$ cat src/pemd_pkg.sv
// =====================================================================
// Shared constants for the process table entry mode decoder.
// =====================================================================
package pemd_pkg;

	// =================================================================
	// Register byte offsets on the Wishbone bus.
	// =================================================================
	localparam logic [7:0] OFF_ENTRY_CTRL = 8'h00;
	localparam logic [7:0] OFF_SL_PTR_LO = 8'h04;
	localparam logic [7:0] OFF_SL_PTR_HI = 8'h08;
	localparam logic [7:0] OFF_EXT_CAP = 8'h0C;
	localparam logic [7:0] OFF_REQ_ADDR_LO = 8'h10;
	localparam logic [7:0] OFF_REQ_ADDR_HI = 8'h14;
	localparam logic [7:0] OFF_REQ_CTRL = 8'h18;
	localparam logic [7:0] OFF_RESULT = 8'h1C;
	localparam logic [7:0] OFF_FAULT_COUNT = 8'h20;

	// =================================================================
	// Entry control word field positions.
	// =================================================================
	localparam int POS_PRESENT = 0;
	localparam int POS_FAULT_DIS = 1;
	localparam int POS_WIDTH_LO = 2;
	localparam int POS_EXEC_EN = 5;
	localparam int POS_TYPE_LO = 6;
	localparam int POS_AD_EN = 9;
	localparam int POS_RSV_LO = 10;
	localparam int ENTRY_BITS = 12;

	// =================================================================
	// Extended capability register field positions and reset value.
	// =================================================================
	localparam int CAP_FL = 0;
	localparam int CAP_SL = 1;
	localparam int CAP_SLAD = 2;
	localparam int CAP_NESTING_SUPPORT_CAP = 3;
	localparam int CAP_PT = 4;
	localparam int CAP_WIDTHS_LO = 8;
	localparam int CAP_HAW_LO = 16;
	localparam logic [31:0] CAP_RESET = 32'h0030_0E1F;

	// =================================================================
	// Request control field positions and shared word constants.
	// =================================================================
	localparam int REQ_GO = 0;
	localparam int REQ_FETCH = 1;
	localparam int REQ_XFLAG = 2;
	localparam logic [31:0] WORD_ZERO = 32'h0000_0000;
	localparam logic [31:0] COUNT_ONE = 32'h0000_0001;

	// Translation type codes.
	typedef enum logic [2:0] {
		TT_RSVD0 = 3'h0,
		TT_FIRST = 3'h1,
		TT_SECOND = 3'h2,
		TT_NESTED = 3'h3,
		TT_PASS = 3'h4
	} pemd_ttype_t;

	// Address width in bits for a width code; zero for reserved codes.
	function automatic logic [5:0] width_bits(input logic [2:0] code);
		case (code)
			3'h1: width_bits = 6'h27;
			3'h2: width_bits = 6'h30;
			3'h3: width_bits = 6'h39;
			default: width_bits = 6'h00;
		endcase
	endfunction

	// Page walk depth for a width code; zero for reserved codes.
	function automatic logic [2:0] walk_levels(input logic [2:0] code);
		case (code)
			3'h1: walk_levels = 3'h3;
			3'h2: walk_levels = 3'h4;
			3'h3: walk_levels = 3'h5;
			default: walk_levels = 3'h0;
		endcase
	endfunction

endpackage

$ cat src/pemd_dec_if.sv
`timescale 1ns/10ps
// =====================================================================
// Decoded entry fields passed from the decoder to its users.
// =====================================================================
interface pemd_dec_if;
	logic present;
	logic fault_dis;
	logic malformed;
	logic sl_used;
	logic bypass;
	logic ad_en;
	logic exec_en;
	logic [2:0] ttype;
	logic [2:0] levels;
	logic [5:0] width;

	modport dec (output present, fault_dis, malformed, sl_used, bypass, ad_en, exec_en,
		ttype, levels, width);
	modport chk (input present, fault_dis, malformed, sl_used, bypass, ad_en, exec_en,
		ttype, levels, width);
endinterface

$ cat src/pemd_top.sv
// Added by the designer: the placing of the registers and the Wishbone interface to the registers.
`timescale 1ns/10ps
// Summary of operation
// [RULE_01] Software keeps bits eleven and ten zero.
// [RULE_02] Flag enable reserved without needed capabilities.
// [RULE_03] Flag enable bit turns second-level flags on.
// [RULE_04] Enables ignored for first-level and pass-through.
// [RULE_05] Type one selects first-level translation.
// [RULE_06] Type two selects second-level translation.
// [RULE_07] Type three selects nested translation.
// [RULE_08] Type four bypasses; other codes reserved.
// [RULE_09] Execute enable honours leaf execute flag.
// [RULE_10] Width codes give 39, 48, 57 bits.
// [RULE_11] Width zero and high codes reserved; the code flags zero only when second level is supported.
// [RULE_12] Software programs only supported widths.
// [RULE_13] Addresses beyond width fault under second level.
// [RULE_14] Fault disable suppresses fault reporting.
// [RULE_15] Fault disable evaluated even when absent.
// [RULE_16] Clear present bit makes entry absent.
// [RULE_17] Pointer bits above host width reserved.
// [RULE_18] Reserved type or width faults the entry.
module pemd_top (
	input logic clk_i,
	input logic rst_i,
	input logic ce_i,
	input logic cyc_i,
	input logic stb_i,
	input logic we_i,
	input logic [7:0] adr_i,
	input logic [3:0] sel_i,
	input logic [31:0] dat_i,
	output logic [31:0] dat_o,
	output logic ack_o,
	output logic fault_report_o,
	output logic walk_start_o,
	output logic [51:0] walk_root_o
);
	// =================================================================
	// State.
	// =================================================================
	typedef enum logic {
		ST_IDLE,
		ST_EVAL
	} pemd_fsm_t;

	typedef struct packed {
		pemd_fsm_t fsm;
		logic ack;
		logic [31:0] rdata;
		logic [11:0] entry;
		logic [51:0] sl_ptr;
		logic [31:0] cap;
		logic [63:0] addr;
		logic fetch;
		logic xflag;
		logic [31:0] result;
		logic [31:0] fault_count;
		logic report;
		logic walk;
		logic [51:0] walk_root;
	} pemd_state_t;

	pemd_state_t s_q;
	pemd_state_t s_d;

	logic access;
	logic commit;
	logic go;
	logic absent;
	logic range_bad;
	logic exec_block;
	logic fault;
	logic report;
	logic [31:0] result_word;
	logic [31:0] read_word;
	logic [31:0] merged;

	pemd_dec_if dec_bus ();

	// =================================================================
	// Decode and check.
	// =================================================================
	// The decoder watches the live entry; software sees its view once a check latches the result.
	pemd_entry_dec u_dec (
		.entry_i(s_q.entry),
		.cap_i(s_q.cap),
		.sl_ptr_i(s_q.sl_ptr),
		.dec_o(dec_bus)
	);

	// The checker judges the latched request against that same entry.
	pemd_req_check u_chk (
		.dec_i(dec_bus),
		.addr_i(s_q.addr),
		.fetch_i(s_q.fetch),
		.xflag_i(s_q.xflag),
		.absent_o(absent),
		.range_o(range_bad),
		.exec_block_o(exec_block),
		.fault_o(fault),
		.report_o(report)
	);

	// =================================================================
	// Bus decode.
	// =================================================================
	// A request is answered one cycle after it appears and takes effect
	// on the edge where the acknowledge is seen, so each write lands once.
	assign access = cyc_i & stb_i & ce_i;
	assign commit = access & s_q.ack;
	assign go = commit & we_i & (adr_i == pemd_pkg::OFF_REQ_CTRL) & sel_i[0]
		& dat_i[pemd_pkg::REQ_GO];

	// Result word packs the decoded view and the outcome of the last check.
	always_comb begin
		result_word = pemd_pkg::WORD_ZERO;
		result_word[0] = 1'b1;
		result_word[1] = fault;
		result_word[2] = report; // see [RULE_14]
		result_word[3] = dec_bus.malformed; // see [RULE_18]
		result_word[4] = absent; // see [RULE_16]
		result_word[5] = range_bad; // see [RULE_13]
		result_word[6] = exec_block; // see [RULE_09]
		result_word[10:8] = dec_bus.ttype;
		result_word[14:12] = dec_bus.levels;
		result_word[21:16] = dec_bus.width;
		result_word[24] = dec_bus.ad_en; // see [RULE_03]
		result_word[25] = dec_bus.exec_en;
		result_word[26] = dec_bus.bypass;
		result_word[27] = dec_bus.fault_dis;
	end

	// Read multiplexer; unmapped addresses read as zero.
	always_comb begin
		case (adr_i)
			pemd_pkg::OFF_ENTRY_CTRL: read_word = {20'h0_0000, s_q.entry};
			pemd_pkg::OFF_SL_PTR_LO: read_word = {s_q.sl_ptr[19:0], 12'h000};
			pemd_pkg::OFF_SL_PTR_HI: read_word = s_q.sl_ptr[51:20];
			pemd_pkg::OFF_EXT_CAP: read_word = s_q.cap;
			pemd_pkg::OFF_REQ_ADDR_LO: read_word = s_q.addr[31:0];
			pemd_pkg::OFF_REQ_ADDR_HI: read_word = s_q.addr[63:32];
			pemd_pkg::OFF_REQ_CTRL: read_word = {29'h0000_0000, s_q.xflag, s_q.fetch, 1'b0};
			pemd_pkg::OFF_RESULT: read_word = s_q.result;
			pemd_pkg::OFF_FAULT_COUNT: read_word = s_q.fault_count;
			default: read_word = pemd_pkg::WORD_ZERO;
		endcase
	end

	// Byte-lane merge for a writable word.
	function automatic logic [31:0] merge(input logic [31:0] old, input logic [31:0] wdat,
		input logic [3:0] lanes);
		logic [31:0] res;
		res = old;
		for (int b = 0; b < 4; b++) begin
			if (lanes[b]) begin
				res[8*b +: 8] = wdat[8*b +: 8];
			end
		end
		return res;
	endfunction

	// The addressed word as it reads, with the written byte lanes laid over it.
	assign merged = merge(read_word, dat_i, sel_i);

	// =================================================================
	// Next state.
	// =================================================================
	always_comb begin
		s_d = s_q;
		s_d.report = 1'b0;
		s_d.walk = 1'b0;
		// Acknowledge drops the cycle after it is given.
		s_d.ack = access & !s_q.ack;
		if (access & !s_q.ack) begin
			s_d.rdata = read_word;
		end
		if (commit & we_i) begin
			case (adr_i)
				pemd_pkg::OFF_ENTRY_CTRL: begin
					s_d.entry = merged[11:0];
				end
				pemd_pkg::OFF_SL_PTR_LO: begin
					s_d.sl_ptr[19:0] = merged[31:12];
				end
				pemd_pkg::OFF_SL_PTR_HI: begin
					s_d.sl_ptr[51:20] = merged;
				end
				pemd_pkg::OFF_EXT_CAP: begin
					s_d.cap = merged;
				end
				pemd_pkg::OFF_REQ_ADDR_LO: begin
					s_d.addr[31:0] = merged;
				end
				pemd_pkg::OFF_REQ_ADDR_HI: begin
					s_d.addr[63:32] = merged;
				end
				pemd_pkg::OFF_REQ_CTRL: begin
					if (sel_i[0]) begin
						s_d.fetch = dat_i[pemd_pkg::REQ_FETCH];
						s_d.xflag = dat_i[pemd_pkg::REQ_XFLAG];
					end
				end
				default: begin
					s_d.rdata = s_d.rdata;
				end
			endcase
		end
		// Check sequencer: the request fields settle for one cycle before
		// they are judged, which keeps the checker off the write path.
		case (s_q.fsm)
			ST_IDLE: begin
				if (go) begin
					s_d.result = pemd_pkg::WORD_ZERO;
					s_d.fsm = ST_EVAL;
				end
			end
			ST_EVAL: begin
				s_d.result = result_word;
				s_d.report = report; // see [RULE_14] [RULE_15]
				if (report) begin
					s_d.fault_count = s_q.fault_count + pemd_pkg::COUNT_ONE;
				end
				// A clean check of any type but pass-through starts the page walker, rooted at the second-level pointer or, for first level, at zero.
				if (!fault && !dec_bus.bypass) begin
					s_d.walk = 1'b1;
					s_d.walk_root = (dec_bus.ttype == pemd_pkg::TT_FIRST) ? 52'h0_0000_0000_0000
						: s_q.sl_ptr; // see [RULE_06] [RULE_07] [RULE_17]
				end
				s_d.fsm = ST_IDLE;
			end
			default: begin
				s_d.fsm = ST_IDLE;
			end
		endcase
	end

	// =================================================================
	// State register.
	// =================================================================
	// Outside reset, clock enable low freezes every bit, the bus acknowledge included.
	always_ff @(posedge clk_i) begin
		if (rst_i) begin
			s_q.fsm <= ST_IDLE;
			s_q.ack <= 1'b0;
			s_q.rdata <= pemd_pkg::WORD_ZERO;
			s_q.entry <= 12'h000;
			s_q.sl_ptr <= 52'h0_0000_0000_0000;
			s_q.cap <= pemd_pkg::CAP_RESET;
			s_q.addr <= 64'h0000_0000_0000_0000;
			s_q.fetch <= 1'b0;
			s_q.xflag <= 1'b0;
			s_q.result <= pemd_pkg::WORD_ZERO;
			s_q.fault_count <= pemd_pkg::WORD_ZERO;
			s_q.report <= 1'b0;
			s_q.walk <= 1'b0;
			s_q.walk_root <= 52'h0_0000_0000_0000;
		end else if (ce_i) begin
			s_q <= s_d;
		end
	end

	// =================================================================
	// Outputs.
	// =================================================================
	assign dat_o = s_q.rdata;
	assign ack_o = s_q.ack;
	assign fault_report_o = s_q.report;
	assign walk_start_o = s_q.walk;
	assign walk_root_o = s_q.walk_root;
endmodule

$ cat src/pemd_entry_dec.sv
`timescale 1ns/10ps
// =====================================================================
// Combinational decode of the entry control word against capabilities.
// =====================================================================
module pemd_entry_dec (
	input logic [11:0] entry_i,
	input logic [31:0] cap_i,
	input logic [51:0] sl_ptr_i,
	pemd_dec_if.dec dec_o
);
	logic [2:0] tt;
	logic [2:0] wc;
	logic tt_bad;
	logic w_bad;
	logic rsv_bad;
	logic ptr_bad;
	logic [5:0] host_address_width;

	// Type, width and reserved field checks; a present entry is malformed if any fail.
	always_comb begin
		tt = entry_i[pemd_pkg::POS_TYPE_LO +: 3];
		wc = entry_i[pemd_pkg::POS_WIDTH_LO +: 3];
		host_address_width = cap_i[pemd_pkg::CAP_HAW_LO +: 6];
		case (tt)
			pemd_pkg::TT_FIRST: tt_bad = !cap_i[pemd_pkg::CAP_FL]; // see [RULE_05]
			pemd_pkg::TT_SECOND: tt_bad = !cap_i[pemd_pkg::CAP_SL]; // see [RULE_06]
			pemd_pkg::TT_NESTED: tt_bad = !cap_i[pemd_pkg::CAP_NESTING_SUPPORT_CAP]; // see [RULE_07]
			pemd_pkg::TT_PASS: tt_bad = !cap_i[pemd_pkg::CAP_PT]; // see [RULE_08]
			default: tt_bad = 1'b1; // see [RULE_08]
		endcase
		// Code zero is only reserved when second level exists.
		w_bad = (wc == 3'h0) ? cap_i[pemd_pkg::CAP_SL] : (wc[2] == 1'b1); // see [RULE_11]
		// An unsupported width is refused rather than walked.
		if (wc != 3'h0 && wc[2] == 1'b0) begin
			w_bad = w_bad | !cap_i[pemd_pkg::CAP_WIDTHS_LO + 32'(wc)]; // see [RULE_12]
		end
		rsv_bad = (entry_i[pemd_pkg::POS_RSV_LO +: 2] != 2'h0) // see [RULE_01]
			| (entry_i[pemd_pkg::POS_AD_EN]
			& !(cap_i[pemd_pkg::CAP_SL] & cap_i[pemd_pkg::CAP_SLAD])) // see [RULE_02]
			| (entry_i[pemd_pkg::POS_EXEC_EN] & !cap_i[pemd_pkg::CAP_SL]); // see [RULE_09]
		// Pointer bits at or above the host width must be zero.
		ptr_bad = 1'b0;
		for (int i = 12; i < 64; i++) begin
			if (i >= 32'(host_address_width) && sl_ptr_i[i - 12]) begin
				ptr_bad = 1'b1; // see [RULE_17]
			end
		end
	end

	// Drive the decoded view; a non-present entry still decodes every field but is never malformed.
	always_comb begin
		dec_o.present = entry_i[pemd_pkg::POS_PRESENT]; // see [RULE_16]
		dec_o.fault_dis = entry_i[pemd_pkg::POS_FAULT_DIS]; // see [RULE_15]
		dec_o.ttype = tt;
		dec_o.sl_used = (tt == pemd_pkg::TT_SECOND) || (tt == pemd_pkg::TT_NESTED);
		dec_o.bypass = (tt == pemd_pkg::TT_PASS); // see [RULE_08]
		dec_o.malformed = entry_i[pemd_pkg::POS_PRESENT]
			& (tt_bad | w_bad | rsv_bad | ptr_bad); // see [RULE_18]
		// Flag enables are ignored for first level only and pass-through.
		dec_o.ad_en = entry_i[pemd_pkg::POS_AD_EN] & dec_o.sl_used; // see [RULE_03] [RULE_04]
		dec_o.exec_en = entry_i[pemd_pkg::POS_EXEC_EN] & dec_o.sl_used; // see [RULE_04]
		dec_o.width = pemd_pkg::width_bits(wc); // see [RULE_10]
		dec_o.levels = pemd_pkg::walk_levels(wc); // see [RULE_10]
	end
endmodule

$ cat src/pemd_req_check.sv
`timescale 1ns/10ps
// =====================================================================
// Combinational check of one request against the decoded entry.
// =====================================================================
module pemd_req_check (
	pemd_dec_if.chk dec_i,
	input logic [63:0] addr_i,
	input logic fetch_i,
	input logic xflag_i,
	output logic absent_o,
	output logic range_o,
	output logic exec_block_o,
	output logic fault_o,
	output logic report_o
);
	// Fault causes, their sum, and whether it is reported.
	always_comb begin
		absent_o = !dec_i.present; // see [RULE_16]
		range_o = 1'b0;
		for (int i = 0; i < 64; i++) begin
			if (i >= 32'(dec_i.width) && addr_i[i] && dec_i.sl_used) begin
				range_o = 1'b1; // see [RULE_13]
			end
		end
		// Without execute enable any readable address may be fetched from.
		exec_block_o = fetch_i & dec_i.exec_en & !xflag_i; // see [RULE_09]
		fault_o = absent_o | dec_i.malformed | (dec_i.present & (range_o | exec_block_o));
		// Fault disable is honoured even for an absent entry.
		report_o = fault_o & !dec_i.fault_dis; // see [RULE_14] [RULE_15]
	end
endmodule

$ cat config.mk
export PLATFORM = sky130hd
export DESIGN_NAME = pemd_top
export DESIGN_NICKNAME = d
export VERILOG_FILES = /design/src/pemd_pkg.sv /design/src/pemd_dec_if.sv /design/src/pemd_top.sv /design/src/pemd_entry_dec.sv /design/src/pemd_req_check.sv
export SDC_FILE = /design/constraint.sdc
export NUM_CORES = 1
export LEC_CHECK = 0
export ABC_AREA = 1
export BUFFER_PORTS_ARGS = -buffer_cell sky130_fd_sc_hd__buf_4
export CORE_ASPECT_RATIO = 0.7
export CORE_MARGIN = 10
export CORE_UTILIZATION = 40
export DETAILED_ROUTE_END_ITERATION = 8
export PLACE_DENSITY_LB_ADDON = 0.12
export SLEW_MARGIN = 20
export SYNTH_ARGS = -nofsm -noshare
export SYNTH_HDL_FRONTEND = slang
export SYNTH_SLANG_ARGS = --single-unit
$ cat constraint.sdc
create_clock -name clk_i -period 3.7 [get_ports clk_i]
set_input_delay 0 -clock clk_i [delete_from_list [all_inputs] [get_ports clk_i]]
set_output_delay 0 -clock clk_i [all_outputs]
set_load 0.01 [all_outputs]
* Yosys cells after proc, flatten, opt, wreduce, memory -nomap -nowiden
Index checks and enable logic that the tools add are counted.
** Storage, ports and cells
- Flip-flop bits (word level) :: 314
- Latch bits :: 0
- Bits in writable memories :: 0
- Bits in read-only memories :: 0
- Input bits :: 50
- Output and inout bits :: 87
- Memories kept :: 0
** Cells by class
- Add/subtract/negate cells :: 2
- $mul :: 0
- Div/mod/pow operators :: 0
- $lt $le $gt $ge :: 115
- Equal/unequal tests :: 16
- Shift operators :: 0
- Multiplexer cells :: 136
- Bitwise gates (word level) :: 29
- Reductions and logical operators :: 207
** Operator list (count)
- 6-bit greater-or-equal comparator (first input constant) :: 62
- 32-bit case mux with 9 select lines :: 1
- 5-bit by 6-bit greater-or-equal comparator with 1-bit output (first input constant) :: 32
- 1-bit logical AND :: 180
- 1-bit 2-to-1 mux :: 120
- 4-bit by 6-bit greater-or-equal comparator with 1-bit output (first input constant) :: 12
- 32-bit 2-to-1 mux :: 2
- 32-bit case mux with 2 select lines :: 1
- 54-bit 2-to-1 mux :: 1
- 53-bit 2-to-1 mux :: 1
- 52-bit 2-to-1 mux :: 1
- 32-bit by 1-bit adder with 32-bit output (second input constant) :: 1
- 8-bit by 5-bit == test with 1-bit output (second input constant) :: 4
- 32-bit by 6-bit < comparator with 1-bit output (second input constant) :: 1
- 8-bit 2-to-1 mux :: 4
- 3-bit by 6-bit greater-or-equal comparator with 1-bit output (first input constant) :: 4
- 3-bit AND reduction :: 8
- 1-bit AND :: 18
- 6-bit case mux with 3 select lines :: 1
- 8-bit by 4-bit == test with 1-bit output (second input constant) :: 2
- 3-bit by 2-bit == test with 1-bit output (second input constant) :: 4
- 1-bit by 6-bit greater-or-equal comparator with 1-bit output (first input constant) :: 2
- 2-bit by 6-bit greater-or-equal comparator with 1-bit output (first input constant) :: 2
- 1-bit logical NOT :: 12
- other kinds (19) :: 29

* Longest topological paths before layout
- Depth in word-level cells :: 76
- Gate-level depth with buffers :: 18

* Hierarchy
A second synthesis with hierarchy kept.
** Second synthesis, totals
- Cells, all modules :: 2455
- Area total of the unflattened synthesis :: 16289.4 um^2
** Modules (own cells, without submodules)
- pemd_top :: times used 1, cells an instance 1927, area each 14022.2 um^2, seq. area each 6105.9 um^2
- pemd_entry_dec :: times used 1, cells an instance 265, area each 1173.6 um^2, seq. area each 0.0 um^2
- pemd_req_check :: times used 1, cells an instance 263, area each 1093.5 um^2, seq. area each 0.0 um^2

* Least setup slack after synthesis
Ideal clock, no wire load.
- Path kind :: register to register
- Start :: register s_q[205] in the netlist's numbering
- End :: register s_q, in the netlist walk_root_o[26]
- Arrival time :: 1886 ps
- Path slack :: 1697 ps
- Cell stages (with the launch flop) :: 19
- Cells stage by stage :: dfxtp_1 > buf_4 > nand3_1 > inv_2 > nand2_1 > nand2_1 > nand2_1 > clkinv_1 > nand2_1 > nor2_1 > nand2_1 > nor2_1 > nand2_1 > nor2_1 > nand2_1 > buf_6 > buf_6 > o21ai_1 > a21oi_1
** On the way
- Cells in the longest elaborated chain, start to end :: 61
- Elaborated cells between the ends (all ways) :: 168
** RTL lines
- start, declared :: line pemd_top.sv:63 : pemd_state_t s_q;
- 4-bit by 6-bit greater-or-equal comparator with 1-bit output :: line pemd_entry_dec.sv:44 : if (i >= 32'(host_address_width) && sl_ptr_i[i - 12]) begin
- 1-bit logical AND :: line pemd_entry_dec.sv:44
- 1-bit 2-to-1 mux (52 in a row) :: line pemd_entry_dec.sv:44
- 1-bit bitwise OR (*) :: line pemd_entry_dec.sv:58 : & (tt_bad | w_bad | rsv_bad | ptr_bad);
- 1-bit AND (*) :: line pemd_entry_dec.sv:58
- 1-bit bitwise OR (*) (2 in a row) :: line pemd_req_check.sv:27 : fault_o = absent_o | dec_i.malformed | (dec_i.present & (range_o | exec_block_o));
- 1-bit logical NOT (*) :: line pemd_top.sv:224 : if (!fault && !dec_bus.bypass) begin
- 1-bit logical AND (*) :: line pemd_top.sv:224
- 3-bit AND reduction (no source line) (*)
Mark *: on every way between the ends. The rest lies on a longest branch, timed or not. The select of a mux whose other input is x is not followed.
A chain may end at the register's enable or synchronous reset.

* Final worst setup path
- Start :: register s_q[202] in the netlist's numbering
- End :: register s_q, in the netlist walk_root_o[45]
Same word-level chain as after synthesis.

==> results.sh <==
export IMPL_finalWirelength_mm=64.74
export IMPL_post_synth_inst_count=2166
export IMPL_place_port_buffers=136
export IMPL_gr_total_overflow=0
export IMPL_timing_max_cap_violations=0
export IMPL_critical_path_data_required_time_ps=4100
export IMPL_drt_initial_drc_count=1910
export IMPL_setup_violations_final=0
export IMPL_route_antenna_remaining_nets=0
export IMPL_min_delay_start="dat_i[8]"
export IMPL_gr_max_usage_layer="met1"
export IMPL_max_clock_path_buffers=3
export IMPL_cp_max_fo=29
export IMPL_ctsRootBufferMaster="sky130_fd_sc_hd__clkbuf_16"
export IMPL_series_of_cell_instances_along_the_critical_path="nand2_1 -> nor2_1 -> nor2_1 -> nor2_1 -> nand2_1 -> nand2_1 -> nand2_1 -> inv_1 -> nand2_1 -> nor2_1 -> nand2_1 -> nor2_1 -> nand2_4 -> buf_4 -> o21ai_0 -> a21oi_1"
export IMPL_worst_r2r_path_depth=16
export IMPL_row_count=59
export IMPL_critical_path_startpoint_type="register"
export IMPL_yosys_synthesis_warning_count=0
export IMPL_layout_nets=2275
export IMPL_fin_crit_sh=0.8773
export IMPL_tightest_slew_ps=1195
export IMPL_cp_end_kind="register"
export IMPL_cts_htree_levels=2
export IMPL_first_global_vias=13853
export IMPL_r2r_setup_slack_ps=450
export IMPL_synthDominantAreaCellType="sky130_fd_sc_hd__dfxtp_1"
export IMPL_hold_depth=3
export IMPL_setup_worst_path_class="reg -> reg"
export IMPL_power_density_cell_area_nw_per_um2=415.1
export IMPL_grt_setup_unrepaired="no"
export IMPL_total_power_w=0.007268
export IMPL_insertion_delay_ps=540
export IMPL_globalRouteMet3Util=0.09800
export IMPL_drc=0
export IMPL_groute_layer_met2_usage=0.3532
export IMPL_routabilityCongestion=1.012
export IMPL_synth_top_cells_by_area="sky130_fd_sc_hd__dfxtp_1 (40%), sky130_fd_sc_hd__a21oi_1 (9.3%), sky130_fd_sc_hd__o21ai_0 (8.7%)"
export IMPL_initial_core_util=0.4037
export IMPL_grt_start_max_net_pins=69
export IMPL_antenna_found_initial=3
export IMPL_synth_fp_nets=2217
export IMPL_hold_path_endpoint="s_q[128]$_SDFFE_PP0P_"
export IMPL_worst_ir_drop_vdd_uv=262.2
export IMPL_critPathSlowestCell="sky130_fd_sc_hd__dfxtp_1"
export IMPL_number_of_buffers_added_by_the_clock_tree_synthesis_step=34
export IMPL_slew_viol_final=0
export IMPL_floorplan_die_height_um=181.8
export IMPL_layout_drive_gt1_share=0.1242
export IMPL_detail_route_vias_per_cell=5.608
export IMPL_critical_path_reg2reg_endpoint="walk_root_o[45]$_SDFFE_PP0P_"
export IMPL_final_hold_violation_count=0
export IMPL_maxClockFrequency_ghz=0.3081
export IMPL_post_route_min_period_ps=3246
export IMPL_fp_dieW_um=251.1
export IMPL_synth_sequential_area_ratio=0.4028
export IMPL_min_delay_path_class="in -> reg"
export IMPL_drtPass1Iterations=5
export IMPL_proportion_of_register_bits_with_asynchronous_set_or_reset_after_synthesis=0
export IMPL_global_route_usage_met1=0.4121
export IMPL_yosys_register_bits=301
export IMPL_fp_coreArea_um2=37060
export IMPL_clock_sink_count=301
export IMPL_worstPathArrival_ps=3650
export IMPL_route_vias_total=15337
export IMPL_detailed_place_hpwl_mm=48.99
export IMPL_die_area_um2=45660
export IMPL_synth_common_cells="sky130_fd_sc_hd__nand2_1 (337), sky130_fd_sc_hd__dfxtp_1 (301), sky130_fd_sc_hd__a21oi_1 (277)"
export IMPL_grt_use_total=0.2735
export IMPL_max_slew_margin=0.1948
export IMPL_outcome="finished clean"
export IMPL_edff_count_synth=0
export IMPL_grt_pass1_wl_mm=94.34
export IMPL_yosys_cell_count_top_type="sky130_fd_sc_hd__nand2_1"
export IMPL_clock_tree_from_tritoncts="built"
export IMPL_post_synthesis_to_final_layout_area_growth_pct=17.05
export IMPL_synth_distinct_cells=38
export IMPL_io_pin_count=137
export IMPL_clkSlewWorstSetupHoldPaths_ps=60
export IMPL_fin_setup_tns_ps=0
export IMPL_wl_per_cell_um=23.67
export IMPL_synth_top_area_frac=0.4028
export IMPL_synth_flop_cell="sky130_fd_sc_hd__dfxtp_1"
export IMPL_top_cell_by_count_worst_path="sky130_fd_sc_hd__nand2_1"
export IMPL_critPathMaxStageDelay_ps=680
export IMPL_total_leakage_power_nw=7.224
export IMPL_finClkSkew_ps=21.99
export IMPL_reg2reg_from="s_q[202]$_SDFFE_PP0P_"
export IMPL_avgSynthCellArea_um2=6.906
export IMPL_mappedNetlistArea_um2=14960
-- critical path, delay by kind of cell, from the launching register on --
family                 cells  cell delay, ps
flip-flops                 1             680
AO/OA/AOI/OAI              2             280
AND/OR/NAND/NOR           12            1800
buffers and inverters      2             330
-- registers in the layout, summed over array words and instances, names as in the netlist --
register and cells:
s_q 214, walk_start_o 1, fault_report_o 1, walk_root_o 52, dat_o 32, ack_o 1
-- worst max-delay path by stage --
stage	start	endpoint	depth (start not counted)	slack [ps]
CTS	s_q[202]$_SDFFE_PP0P_	walk_root_o[45]$_SDFFE_PP0P_	16	510
finish	s_q[202]$_SDFFE_PP0P_	walk_root_o[45]$_SDFFE_PP0P_	16	450
global placement	s_q[202]$_SDFFE_PP0P_	s_q[83]$_SDFFE_PP0P_	17	570
detailed placement	s_q[202]$_SDFFE_PP0P_	walk_root_o[45]$_SDFFE_PP0P_	16	550
floorplan	s_q[205]$_SDFFE_PP1P_	walk_root_o[26]$_SDFFE_PP0P_	18	1700
global route	s_q[202]$_SDFFE_PP0P_	walk_root_o[45]$_SDFFE_PP0P_	16	230
-- power by group --
part           internal, W  total, W  switching, W
Combinational     0.000129  0.000340      0.000211
Sequential         0.00326   0.00327     0.0000108
Clock              0.00222   0.00366       0.00144
Total              0.00561   0.00727       0.00166
-- kinds of logic after synthesis --
| family | Yosys count | synth area share |
|---|---|---|
| AND/OR/NAND/NOR | 717 | 0.1975 |
| AO/OA/AOI/OAI | 646 | 0.2319 |
| buffers and inverters | 458 | 0.1406 |
| flip-flops | 301 | 0.4028 |
| XOR/XNOR | 29 | 0.01698 |
| multiplexers | 14 | 0.009367 |
| adder cells (fa/ha/maj) | 1 | 0.0008363 |
-- stage by stage --
step | worst slack (ps) | instances | utilization | hold slack, ps | cell area [um^2]
after global placement | 573.1 | 2648 | 0.4327 | 286.9 | 16040
after CTS | 511.0 | 2734 | 0.4724 | 21.75 | 17510
final | 454.0 | 2735 | 0.4725 | 28.11 | 17510
after global routing | 231.1 | 2734 | 0.4724 | 49.90 | 17510
after floorplan | 1697 | 2166 | - | 157.7 | 14960
after detailed placement | 553.3 | 2648 | 0.4327 | 291.7 | 16040
-- cell usage in the layout (no fill, tap or decap), drive strengths merged, types with 5 or more instances in the layout --
cell type / netlist / final
nor2: 237 / 237
buf: 114 / 201
a211oi: 6 / 6
a221oi: 24 / 24
nand4: 42 / 42
a21oi: 277 / 277
nand3: 61 / 61
xor2: 28 / 28
clkbuf: 93 / 52
mux2i: 14 / 14
dfxtp: 301 / 301
inv: 245 / 245
o211ai: 17 / 17
o22ai: 25 / 25
nor4: 7 / 7
clkinv: 6 / 8
o221ai: 5 / 5
dlygate4sd3: 0 / 28
o21ai: 281 / 281
nand2: 338 / 338
nor3: 27 / 27
-- area by class of cell --
class / instances / area (um^2)
Fill cell: 3843 / 19550
Multi-Input combinational cell: 1407 / 6884
Sequential cell: 301 / 6026
Timing Repair Buffer: 229 / 1852
Clock buffer: 52 / 1082
Inverter: 251 / 944.7
Tap cell: 488 / 610.6
Clock inverter: 6 / 107.6
Antenna cell: 1 / 2.502
-- what timing repair did --
item / in CTS / in global routing
buffers inserted: 0 / 0
hold buffers: 28 / 0
resized for setup: 0 / 0
hold endpoints to repair: 109 / 0
-- metal layers --
metal	share of wire	routed length (um)
met1	0.48	30830
met2	0.37	24060
met3	0.13	8465
met4	0.021	1350
met5	0.00063	41
(Power assumes the default switching activity.)
